$ cat src/include/isc_pkg.sv
// constants for the interrupt status and control register
package isc_pkg;
  localparam int unsigned ISC_ADDR_W = 5;
  localparam int unsigned ISC_DATA_W = 16;
  localparam logic [ISC_ADDR_W-1:0] ISC_REG_ADDR = 5'h09;
  // field positions
  localparam int unsigned ISC_BIT_CLR_LOCK = 12;
  localparam int unsigned ISC_BIT_LOCK_LOST = 11;
  localparam int unsigned ISC_BIT_LOCK_LIVE = 10;
  localparam int unsigned ISC_BIT_DATA_ERR = 7;
  localparam int unsigned ISC_BIT_SYNC_ERR = 6;
  localparam int unsigned ISC_BIT_DATA_TYPE = 5;
  localparam int unsigned ISC_BIT_SYNC_TYPE = 4;
  localparam int unsigned ISC_BIT_PLL_LOCK = 3;
  localparam int unsigned ISC_BIT_DATA_EN = 1;
  localparam int unsigned ISC_BIT_SYNC_EN = 0;
  // reset values
  localparam logic ISC_RST_BIT = 1'b0;
  localparam logic ISC_RST_IRQ_N = 1'b1;
  localparam logic [ISC_DATA_W-1:0] ISC_RD_ZERO = 16'h0000;
  // error type encoding
  localparam logic ISC_TYPE_HOLD = 1'b0;
  localparam logic ISC_TYPE_SETUP = 1'b1;
endpackage

$ cat src/logic/isc_irq_ctrl.sv
// interrupt status and mask register with active-low request pin
// Summary of operation
// RULE_01: two-byte interrupt register at address 0x09
// RULE_02: status bits ignore writes, read live state
// RULE_03: mask bits [1:0] writable and read back
// RULE_04: request pin active low on enabled event
// RULE_05: writing one to bit 12 clears lost
// RULE_06: clear-lock bit keeps its written value
// RULE_07: lost bit latches until cleared by software
// RULE_08: bit 10 shows live sync state
// RULE_09: data timing error flag sets on violation
// RULE_10: sync timing error flag sets on violation
// RULE_11: bit 5 gives data error type
// RULE_12: bit 4 gives sync error type
// RULE_13: bit 3 shows multiplier lock
// RULE_14: data enable gates data errors onto pin
// RULE_15: sync enable gates sync errors onto pin
// RULE_16: reserved bits have no function, read zero
// RULE_17: pin is inverted OR of gated flags
// RULE_18: error flags and types hold until reset
`timescale 1ns/100ps
module isc_irq_ctrl
  import isc_pkg::*;
#(
  parameter int unsigned ADDR_W = ISC_ADDR_W
) (
  input wire logic CORE_CLK,
  input wire logic SYS_RST,
  input wire logic [ADDR_W-1:0] REG_ADDR,
  input wire logic [ISC_DATA_W-1:0] REG_WDATA,
  input wire logic REG_WR,
  input wire logic REG_RD,
  output logic [ISC_DATA_W-1:0] REG_RDATA,
  output logic REG_HIT,
  input wire logic DATA_ERR_PULSE,
  input wire logic DATA_ERR_SETUP,
  input wire logic SYNC_ERR_PULSE,
  input wire logic SYNC_ERR_SETUP,
  input wire logic SYNC_LOCKED,
  input wire logic PLL_LOCKED_ASYNC,
  output logic IRQ_N
);

  // refused at elaboration: a narrower address cannot decode the register
  if (ADDR_W < ISC_ADDR_W) begin : g_addr_chk
    $error("isc_irq_ctrl: ADDR_W too narrow for the register address");
  end

  logic sel;
  logic wr_hit;
  logic data_en_r;
  logic sync_en_r;
  logic clr_lock_r;
  logic lock_lost_r;
  logic sync_prev_r;
  logic data_err_r;
  logic data_type_r;
  logic sync_err_r;
  logic sync_type_r;
  logic pll_meta_r;
  logic pll_lock_r;
  logic lost_event;
  logic irq_nxt;
  logic [ISC_DATA_W-1:0] rd_word;

  assign sel = (REG_ADDR == ADDR_W'(ISC_REG_ADDR)); // see RULE_01
  assign wr_hit = REG_WR && sel;

  // mask bits; status positions are not touched by writes
  always_ff @(posedge CORE_CLK) begin
    if (SYS_RST) begin
      data_en_r <= ISC_RST_BIT;
      sync_en_r <= ISC_RST_BIT;
    end else if (wr_hit) begin
      data_en_r <= REG_WDATA[ISC_BIT_DATA_EN]; // see RULE_03
      sync_en_r <= REG_WDATA[ISC_BIT_SYNC_EN]; // see RULE_03
    end
  end

  // clear-lock control is a plain stored bit, never self-clearing
  always_ff @(posedge CORE_CLK) begin
    if (SYS_RST) begin
      clr_lock_r <= ISC_RST_BIT;
    end else if (wr_hit) begin
      clr_lock_r <= REG_WDATA[ISC_BIT_CLR_LOCK]; // see RULE_06
    end
  end

  // a loss of lock is the falling edge of the live sync indication
  assign lost_event = sync_prev_r && !SYNC_LOCKED;

  always_ff @(posedge CORE_CLK) begin
    if (SYS_RST) begin
      sync_prev_r <= ISC_RST_BIT;
    end else begin
      sync_prev_r <= SYNC_LOCKED;
    end
  end

  // the clear acts on the write itself, not on the stored level, so a held
  // one in bit 12 cannot mask a later loss; a loss in the clear cycle wins
  always_ff @(posedge CORE_CLK) begin
    if (SYS_RST) begin
      lock_lost_r <= ISC_RST_BIT;
    end else if (lost_event) begin
      lock_lost_r <= 1'b1; // see RULE_07
    end else if (wr_hit && REG_WDATA[ISC_BIT_CLR_LOCK]) begin
      lock_lost_r <= 1'b0; // see RULE_05
    end
  end

  // data port checker: flag and type captured on the first violation
  always_ff @(posedge CORE_CLK) begin
    if (SYS_RST) begin
      data_err_r <= ISC_RST_BIT;
      data_type_r <= ISC_TYPE_HOLD;
    end else if (DATA_ERR_PULSE && !data_err_r) begin
      data_err_r <= 1'b1; // see RULE_09
      data_type_r <= DATA_ERR_SETUP ? ISC_TYPE_SETUP : ISC_TYPE_HOLD; // see RULE_11
    end
  end // see RULE_18

  // sync pulse checker: same capture-and-hold policy
  always_ff @(posedge CORE_CLK) begin
    if (SYS_RST) begin
      sync_err_r <= ISC_RST_BIT;
      sync_type_r <= ISC_TYPE_HOLD;
    end else if (SYNC_ERR_PULSE && !sync_err_r) begin
      sync_err_r <= 1'b1; // see RULE_10
      sync_type_r <= SYNC_ERR_SETUP ? ISC_TYPE_SETUP : ISC_TYPE_HOLD; // see RULE_12
    end
  end // see RULE_18

  // multiplier lock comes from the analog side, so two flops first
  always_ff @(posedge CORE_CLK) begin
    if (SYS_RST) begin
      pll_meta_r <= ISC_RST_BIT;
      pll_lock_r <= ISC_RST_BIT;
    end else begin
      pll_meta_r <= PLL_LOCKED_ASYNC;
      pll_lock_r <= pll_meta_r; // see RULE_13
    end
  end

  // readback word; reserved positions stay zero
  always_comb begin
    rd_word = ISC_RD_ZERO; // see RULE_16
    rd_word[ISC_BIT_CLR_LOCK] = clr_lock_r;
    rd_word[ISC_BIT_LOCK_LOST] = lock_lost_r;
    rd_word[ISC_BIT_LOCK_LIVE] = SYNC_LOCKED; // see RULE_08
    rd_word[ISC_BIT_DATA_ERR] = data_err_r; // see RULE_02
    rd_word[ISC_BIT_SYNC_ERR] = sync_err_r;
    rd_word[ISC_BIT_DATA_TYPE] = data_type_r;
    rd_word[ISC_BIT_SYNC_TYPE] = sync_type_r;
    rd_word[ISC_BIT_PLL_LOCK] = pll_lock_r;
    rd_word[ISC_BIT_DATA_EN] = data_en_r;
    rd_word[ISC_BIT_SYNC_EN] = sync_en_r;
  end

  // read data is registered so the serial shifter sees a stable word;
  // other addresses read zero so the port can OR several register files
  always_ff @(posedge CORE_CLK) begin
    if (SYS_RST) begin
      REG_RDATA <= ISC_RD_ZERO;
      REG_HIT <= ISC_RST_BIT;
    end else if (REG_RD) begin
      REG_RDATA <= sel ? rd_word : ISC_RD_ZERO; // see RULE_02
      REG_HIT <= sel;
    end
  end

  assign irq_nxt = !((data_err_r && data_en_r) || (sync_err_r && sync_en_r)); // see RULE_17

  always_ff @(posedge CORE_CLK) begin
    if (SYS_RST) begin
      IRQ_N <= ISC_RST_IRQ_N;
    end else begin
      IRQ_N <= irq_nxt; // see RULE_04 see RULE_14 see RULE_15
    end
  end

endmodule // isc_irq_ctrl

$ cat config.mk
export PLATFORM = sky130hd
export DESIGN_NAME = isc_irq_ctrl
export DESIGN_NICKNAME = d
export VERILOG_FILES = /design/src/include/isc_pkg.sv /design/src/logic/isc_irq_ctrl.sv
export SDC_FILE = /design/constraint.sdc
export NUM_CORES = 1
export LEC_CHECK = 0
export BUFFER_PORTS_ARGS = -buffer_cell sky130_fd_sc_hd__buf_2
export CAP_MARGIN = 20
export CORE_MARGIN = 8
export CORE_UTILIZATION = 43
export DETAILED_ROUTE_END_ITERATION = 7
export GPL_TIMING_DRIVEN = 0
export PLACE_DENSITY = 0.77
export SLEW_MARGIN = 25
export SYNTH_ARGS = -nofsm -noshare
export SYNTH_HDL_FRONTEND = slang
export SYNTH_SLANG_ARGS = --single-unit
$ cat constraint.sdc
create_clock -name CORE_CLK -period 1.3 [get_ports CORE_CLK]
set_clock_uncertainty 0.1 [all_clocks]
set_input_delay 0.325 -clock CORE_CLK [delete_from_list [all_inputs] [get_ports CORE_CLK]]
set_output_delay 0.325 -clock CORE_CLK [all_outputs]
set_load 0.02 [all_outputs]
==> impl_metrics.yaml, run 1 <==
die:
  initial_core_util_pct: 43.7
  die_w_um: 62.5
  io_pins: 49
  core-area_mm2: 0.00213
  rows: 17
  dieArea_mm2: 0.00391
  die_h_um: 62.5
min_path:
  min_to: "pll_meta_r"
  min_path_type: "primary input to flop"
  holdCritStartpoint: "PLL_LOCKED_ASYNC"
  holdPathStages: 2
worst_setup_path:
  crit_buf_inv: 1
  cp_max_fo: 2
  critical_path_depth: 1
  rr_endpoint: "data_type_r"
  slowest_stage: "dfxtp_1"
  cpLargestDelayFamily: "flip-flops"
  regToRegStartpoint: "data_err_r"
  ff2ff_setup_slack_ps: 350
  cp_data_arrival_time_ps: 840
  critPathKind: "flop to output port"
  crit_required_ps: 880
  cp-start-kind: "flop"
  cp-end-kind: "output port"
  reg2reg_depth: 3
  slowest_delay_ps: 360
  crit_path_cell_trace: "buf_2"
drt:
  num_vias: 789
  post-route-drc-count: 0
  antenna_left: 0
  post_drt_wl_per_cell_um: 12.4
  drtPass1Iterations: 4
  avgViaCountPerCell: 4.75
  dr.first_iter.drc_count: 12
  wl_mm: 2.06
logic_synthesis:
  syn_area_per_cell_um2: 9.30
  synthTopCellsByArea: "dfxtp_1 (50%), nand2b_1 (6.7%), nand4_1 (6.1%)"
  yosys_warnings: 0
  synth_cells: 100
  yosysTopAreaCellShare_pct: 49.5
  ys_ff_latch: 23
  ys_seq_area_share_pct: 49.5
  synth_largest_area_cell: "dfxtp_1"
  synth_cell_type_count: 26
  syn_area_um2: 930
clock_tree:
  cts_root_buf: "clkbuf_4"
  cts_buffers: 3
  worstSkewPairLatency_ps: 310
  clk_pin_slew_ps: 120
  clockBufferDepth: 2
  tritoncts: "built"
  cts_max_level: 1
  clock_sinks: 23
outcome:
  outcome: "complete, no violations"
sta:
  setup_tns_ps: 0
  finalMaxSlewViolations: 0
  fin_crit_sh_pct: 97.4
  rsz0062_at_grt: "false"
  finalSetupViolations: 0
  period_needed_ps: 1270
  fmax_mhz: 790
  hold_viol: 0
global_route:
  grt_remaining_overflow: 0
  grt_pass1_vias: 815
  grt_pass1_wl_mm: 3.39
  grt_max_degree: 14
  antenna_found_initial: 0
  grt_usage_pct: 10.1
power:
  seqPwrFrac_pct: 61.6
  power_w: 0.00119
  ir_worst_vdd_v: 0.000610
  comb_power_share_pct: 10.9
  power.leakage_nw: 0.518
  pwr-share-clk_pct: 27.4
  power_density_mw_per_mm2: 1020
  net-switching-power_w: 0.000290
  p_int_w: 0.000896
  p_sw_share_pct: 24.5
cells_and_area:
  drive_gt1_share_pct: 34.8
  n_fill_cell: 215
  syn2layout_area_growth_pct: 24.6
  largest_register_ff_count: 10
  num-nets-final: 170
  largest-register: "REG_RDATA"
  antennaDiodeCount: 0
placed_design:
  place_congestion: 0.754
  dp_hpwl_mm: 1.59
  portBuffers: 29
flow_run:
  cap_violations: 0
[through the flow]
step                      util, %  hold slack [ps]  cells  setup slack [ps]  area (um^2)
after floorplan                 -              314    105               149          948
after CTS                    54.4              121    166              28.0         1160
after global routing         54.5              133    166             0.655         1160
after global placement       53.1              327    162              21.6         1130
after detailed placement     53.1              335    162              2.94         1130
final                        54.5              115    166              34.3         1160
[layout make-up]
class	count	area [um^2]	share of cell area [%]
inverter	5	18.8	1.62
clock buffer	3	22.5	1.94
sequential	23	460	39.7
buffer	12	80.1	6.91
clock inverter	1	5.00	0.432
multi-input combinational	65	389	33.6
tap	28	35.0	3.02
timing repair buffer	29	148	12.7
[kinds of logic after synthesis]
group,synth area share [%]
AND/OR/NAND/NOR,24.6
flip-flops,49.5
AO/OA/AOI/OAI,12.7
buffers and inverters,10.6
multiplexers,2.15
other,0.403
[cells in the final DEF (no fill, tap or decap), types with 3 or more instances in the layout]
cell type / instances
inv_1: 5
nor2b_1: 4
buf_4: 7
clkbuf_4: 3
dfxtp_1: 23
buf_2: 32
nor2_1: 6
nand2b_1: 10
nand2_1: 4
conb_1: 6
nand4_1: 9
a21oi_1: 10
[what timing repair did]
action                     in CTS  in global routing
setup endpoints to repair       0                  1
hold buffers                    0                  0
buffers inserted                0                  0
gates resized for setup         0                  1
[power by group through the flow]
stage,Sequential (W),Combinational [W],Clock (W)
after global placement,0.000746,0.000125,0
after floorplan,0.000744,0.0000861,0
final,0.000731,0.000130,0.000325
after CTS,0.000731,0.000130,0.000325
after global routing,0.000733,0.000144,0.000353
after detailed placement,0.000747,0.000130,0
[cell usage after synthesis (all sizes together)]
library cell / instances
a21oi: 10
a22o: 1
a311oi: 2
a31o: 3
and3: 1
and3b: 1
and4bb: 1
buf: 11
clkbuf: 1
conb: 1
dfxtp: 23
inv: 5
mux2i: 2
nand2: 4
nand2b: 10
nand3: 1
nand4: 9
nor2: 7
nor2b: 4
nor3b: 1
o22ai: 1
o32ai: 1
[metal layers]
layer	GRT usage (%)	wire (um)
met1	10.3	897
met2	18.2	1010
met3	3.58	127
met4	4.27	24
met5	0	0
[worst max-delay path by stage]
stage / startpoint / to
detailed placement: REG_ADDR[3] / data_en_r
CTS: REG_RDATA[1] / REG_RDATA[1]
finish: REG_RDATA[7] / REG_RDATA[7]
global placement: REG_ADDR[3] / sync_en_r
global route: REG_RDATA[0] / REG_RDATA[0]
floorplan: REG_ADDR[3] / data_en_r
Note: power is estimated with default switching activity, not from simulation.
==> run 2, diff against run 1 <==
CORE_UTILIZATION = 39   (was 43)
PLACE_DENSITY = 0.74   (was 0.77)
clock period = 1.05 ns   (was 1.3 ns; I/O delays follow)
==> impl_metrics.yaml, run 2 (synthesized netlist as in run 1, its figures left out) <==
cells_and_area:
  drive_gt1_share_pct: 44.7
  final_cell_mix: "buf_2 (21), buf_6 (13), dfxtp_2 (12)"
  largest_register_ff_count: 10
  final_util_pct: 57.0
  antennaDiodeCount: 0
  final_common_cell: "buf_2"
  largest-register: "REG_RDATA"
  num-nets-final: 173
  syn2layout_area_growth_pct: 36.9
  n_fill_cell: 217
outcome:
  outcome: "finished, violations left"
  violations: "negative setup slack"
drt:
  wl_mm: 2.07
  dr.first_iter.drc_count: 6
  drtPass1Iterations: 4
  antenna_left: 0
  avgViaCountPerCell: 4.76
  num_vias: 805
  post-route-drc-count: 0
  post_drt_wl_per_cell_um: 12.2
placed_design:
  dp_hpwl_mm: 1.64
  place_congestion: 0.716
  portBuffers: 29
worst_setup_path:
  slowest_delay_ps: 360
  cp-start-kind: "flop"
  cp-end-kind: "output port"
  crit_path_cell_trace: "buf_6"
  critPathKind: "flop to output port"
  cpLargestDelayFamily: "flip-flops"
  crit_required_ps: 690
  cp_max_fo: 2
  cp_data_arrival_time_ps: 770
  slowest_stage: "dfxtp_2"
  crit_buf_inv: 1
clock_tree:
  ctsHoldBuffers: 0
  cts_root_buf: "clkbuf_4"
  clk_pin_slew_ps: 110
  cts_buffers: 3
  clockBufferDepth: 2
  cts_max_level: 1
  worstSkewPairLatency_ps: 300
  clock_sinks: 23
  tritoncts: "built"
sta:
  finalSetupViolations: 12
  fin_crit_sh_pct: 108
  hold_viol: 0
  finalMaxSlewViolations: 0
  period_needed_ps: 1130
  postLayoutSetupSlackWorst_ps: -83.7
  rsz0062_at_grt: "true"
  fmax_mhz: 882
min_path:
  min_path_type: "primary input to flop"
power:
  power_density_mw_per_mm2: 1140
  ir_worst_vdd_v: 0.000756
  power.leakage_nw: 0.545
  power_w: 0.00145
die:
  initial_core_util_pct: 41.6
  core-area_mm2: 0.00223
  dieArea_mm2: 0.00420
  io_pins: 49
  rows: 17
  die_h_um: 64.8
  die_w_um: 64.8
global_route:
  grt_remaining_overflow: 0
  grt_max_degree: 13
  grt_pass1_wl_mm: 3.47
  grt_pass1_vias: 835
  grt_usage_pct: 10.1
  antenna_found_initial: 0
flow_run:
  cap_violations: 0
## run 2: cell types whose count changed in the layout (fill, tap and decap cells not counted)
| cell | delta |
|---|---|
| clkbuf_1 | +1 |
| dfxtp_2 | +12 |
| buf_2 | -11 |
| clkinv_2 | -1 |
| and3_4 | +1 |
| buf_6 | +12 |
| dfxtp_1 | -12 |
| buf_4 | +2 |
| and3_1 | -1 |
## run 2: report_power, final
part | leakage, nW | internal (W) | total (W) | switching (W)
clock network | 0.0150 | 0.000148 | 0.000382 | 0.000234
logic | 0.338 | 0.0000762 | 0.000163 | 0.0000872
registers | 0.192 | 0.000892 | 0.000905 | 0.0000132
## run 2: worst paths after layout
kind                   from            to  slack, ps  depth (start not counted)
max            REG_RDATA[0]  REG_RDATA[0]        -80                          1
min          DATA_ERR_PULSE    data_err_r         70                          3
max reg2reg      data_err_r   data_type_r         50                          3
min reg2reg      pll_meta_r    pll_lock_r        350                          1
## run 2: tightest hold or removal path, stage by stage
cell    delay (ps)
buf_2           80
nor2_1          30
nor2_1          70
## run 2: layout make-up
| cell class | count | area [um^2] | share of cell area, % |
|---|---|---|---|
| Sequential cell | 23 | 475 | 37.4 |
| Multi-Input combinational cell | 65 | 394 | 31.0 |
| Clock buffer | 4 | 26.3 | 2.06 |
| Inverter | 5 | 18.8 | 1.47 |
| Tap cell | 28 | 35.0 | 2.75 |
| Buffer | 12 | 80.1 | 6.29 |
| Timing Repair Buffer | 32 | 243 | 19.1 |
## run 2: per-stage QoR
| step | worst slack [ps] | instance area (um^2) | setup TNS [ps] | hold slack, ps | instances |
|---|---|---|---|---|---|
| detailed placement | -159 | 1130 | -2300 | 327 | 162 |
| finish | -83.7 | 1270 | -871 | 74.9 | 169 |
| floorplan | -3.39 | 953 | -6.79 | 274 | 105 |
| global placement | -145 | 1130 | -1920 | 332 | 162 |
| CTS | -94.6 | 1260 | -1000 | 65.9 | 167 |
| global route | -126 | 1270 | -1330 | 73.5 | 169 |
## run 2: routing by layer
layer | up-vias | track usage (%) | part of all wire [%]
li1 | 414 | - | -
met4 | 0 | 4.09 | 0.82
met3 | 2 | 3.44 | 5.9
met5 | - | 0 | 0
met1 | 367 | 10.0 | 40
met2 | 22 | 18.8 | 53
## run 2: timing repair
action / 4_1_cts / 5_1_grt
resized for setup: 36 / 0
setup buffers: 1 / 2
endpoints found under the setup margin: 12 / 12
==> run 3, diff against run 2 <==
RECOVER_POWER = 100   (was default)
==> impl_metrics.yaml, run 3 (synthesized netlist as in run 1, its figures left out) <==
sta:
  fmax_mhz: 882
  postLayoutSetupSlackWorst_ps: -84.3
  hold_viol: 0
  finalSetupViolations: 12
  finalMaxSlewViolations: 0
  setup_tns_ps: -881
  period_needed_ps: 1130
  whs_ps: 74.5
  fin_crit_sh_pct: 108
  rsz0062_at_grt: "true"
clock_tree:
  worstSkewPairLatency_ps: 300
  cts_root_buf: "clkbuf_4"
  cts_max_level: 1
  ctsHoldBuffers: 0
  clk_pin_slew_ps: 120
  clockBufferDepth: 2
  cts_buffers: 3
  clock_sinks: 23
  tritoncts: "built"
power:
  ir_worst_vdd_v: 0.000760
  p_sw_share_pct: 23.2
  comb_power_share_pct: 11.1
  power.leakage_nw: 0.539
  net-switching-power_w: 0.000337
  power_density_mw_per_mm2: 1140
  pwr-share-clk_pct: 26.5
  seqPwrFrac_pct: 62.4
  p_int_w: 0.00111
die:
  dieArea_mm2: 0.00420
  die_w_um: 64.8
  core-area_mm2: 0.00223
  initial_core_util_pct: 41.6
  die_h_um: 64.8
  rows: 17
  io_pins: 49
drt:
  dr_wl_met3_um: 129
  route.met2.wl_mm: 1.09
  avgViaCountPerCell: 4.79
  num_vias: 809
  dr.first_iter.drc_count: 6
  wl_mm: 2.07
  highest-signal-layer: "met4"
  post_drt_wl_per_cell_um: 12.2
  wl_met1_um: 829
  antenna_left: 0
  post-route-drc-count: 0
  drtPass1Iterations: 4
global_route:
  grt_usage_pct: 10.1
  antenna_found_initial: 0
  grt_pass1_vias: 835
  grt_remaining_overflow: 0
  grt_pass1_wl_mm: 3.47
  grt_max_degree: 13
worst_setup_path:
  crit_buf_inv: 1
  cp-end-kind: "output port"
  cpLargestDelayFamily: "flip-flops"
  crit_required_ps: 690
  slowest_stage: "dfxtp_2"
  slowest_delay_ps: 360
  crit_path_cell_trace: "buf_6"
  critical_path_depth: 1
  critPathKind: "flop to output port"
  reg2reg_depth: 3
  cp_max_fo: 2
  cp_data_arrival_time_ps: 770
  cp-start-kind: "flop"
placed_design:
  dp_hpwl_mm: 1.64
  dp_slack_ps: -159
  place_congestion: 0.716
  post-place-cells: 162
  portBuffers: 29
min_path:
  holdPathStages: 3
  min_path_type: "primary input to flop"
cells_and_area:
  syn2layout_area_growth_pct: 36.3
  fin_cells: 169
  final_common_cell: "buf_2"
  final_cell_mix: "buf_2 (18), buf_6 (13), dfxtp_2 (12)"
  num-nets-final: 173
  largest_register_ff_count: 10
  n_fill_cell: 219
  largest-register: "REG_RDATA"
  drive_gt1_share_pct: 42.6
  antennaDiodeCount: 0
flow_run:
  cap_violations: 0
outcome:
  outcome: "finished, violations left"
  violations: "negative setup slack"
-- run 3: metrics by stage --
step                      cell area [um^2]  power (W)  utilization, %
after detailed placement              1130    0.00108            50.8
after floorplan                        953    0.00103               -
final                                 1270    0.00145            56.8
after global placement                1130    0.00108            50.8
after global routing                  1270    0.00152            56.8
after CTS                             1260    0.00146            56.3
-- run 3: area by class of cell --
| cell class | count | area (um^2) | share of cell area [%] |
|---|---|---|---|
| Sequential cell | 23 | 475 | 37.5 |
| Inverter | 5 | 18.8 | 1.48 |
| Clock buffer | 4 | 26.3 | 2.07 |
| Timing Repair Buffer | 32 | 241 | 19.1 |
| Multi-Input combinational cell | 65 | 392 | 30.9 |
| Buffer | 12 | 78.8 | 6.22 |
| Tap cell | 28 | 35.0 | 2.76 |
-- run 3: power groups by stage --
stage	combinational (W)	sequential, W	clock [W]
after floorplan	0.000107	0.000922	0
after global placement	0.000156	0.000924	0
after detailed placement	0.000160	0.000924	0
after CTS	0.000162	0.000905	0.000393
after global routing	0.000177	0.000907	0.000433
final	0.000161	0.000905	0.000385
-- run 3: what timing repair did --
item	in CTS	in global routing
endpoints found under the setup margin	12	12
buffers inserted	1	2
gates resized for setup	36	0
-- run 3: metal layers --
layer  vias up  track usage (%)
met5         -                0
met4         0             4.09
met3         2             3.44
met2        24             18.8
met1       370             10.0
li1        413                -
-- run 3: final timing paths --
check | startpoint | to | slack, ps
worst max-delay path | REG_RDATA[0] | REG_RDATA[0] | -80
worst min-delay path | DATA_ERR_PULSE | data_err_r | 70
worst max register to register | data_err_r | data_type_r | 60
worst min register to register | pll_meta_r | pll_lock_r | 350
-- run 3: tightest hold or removal path, cell delays in order --
cell and delay [ps]:
buf_2 80, nor2_1 30, nor2_1 70
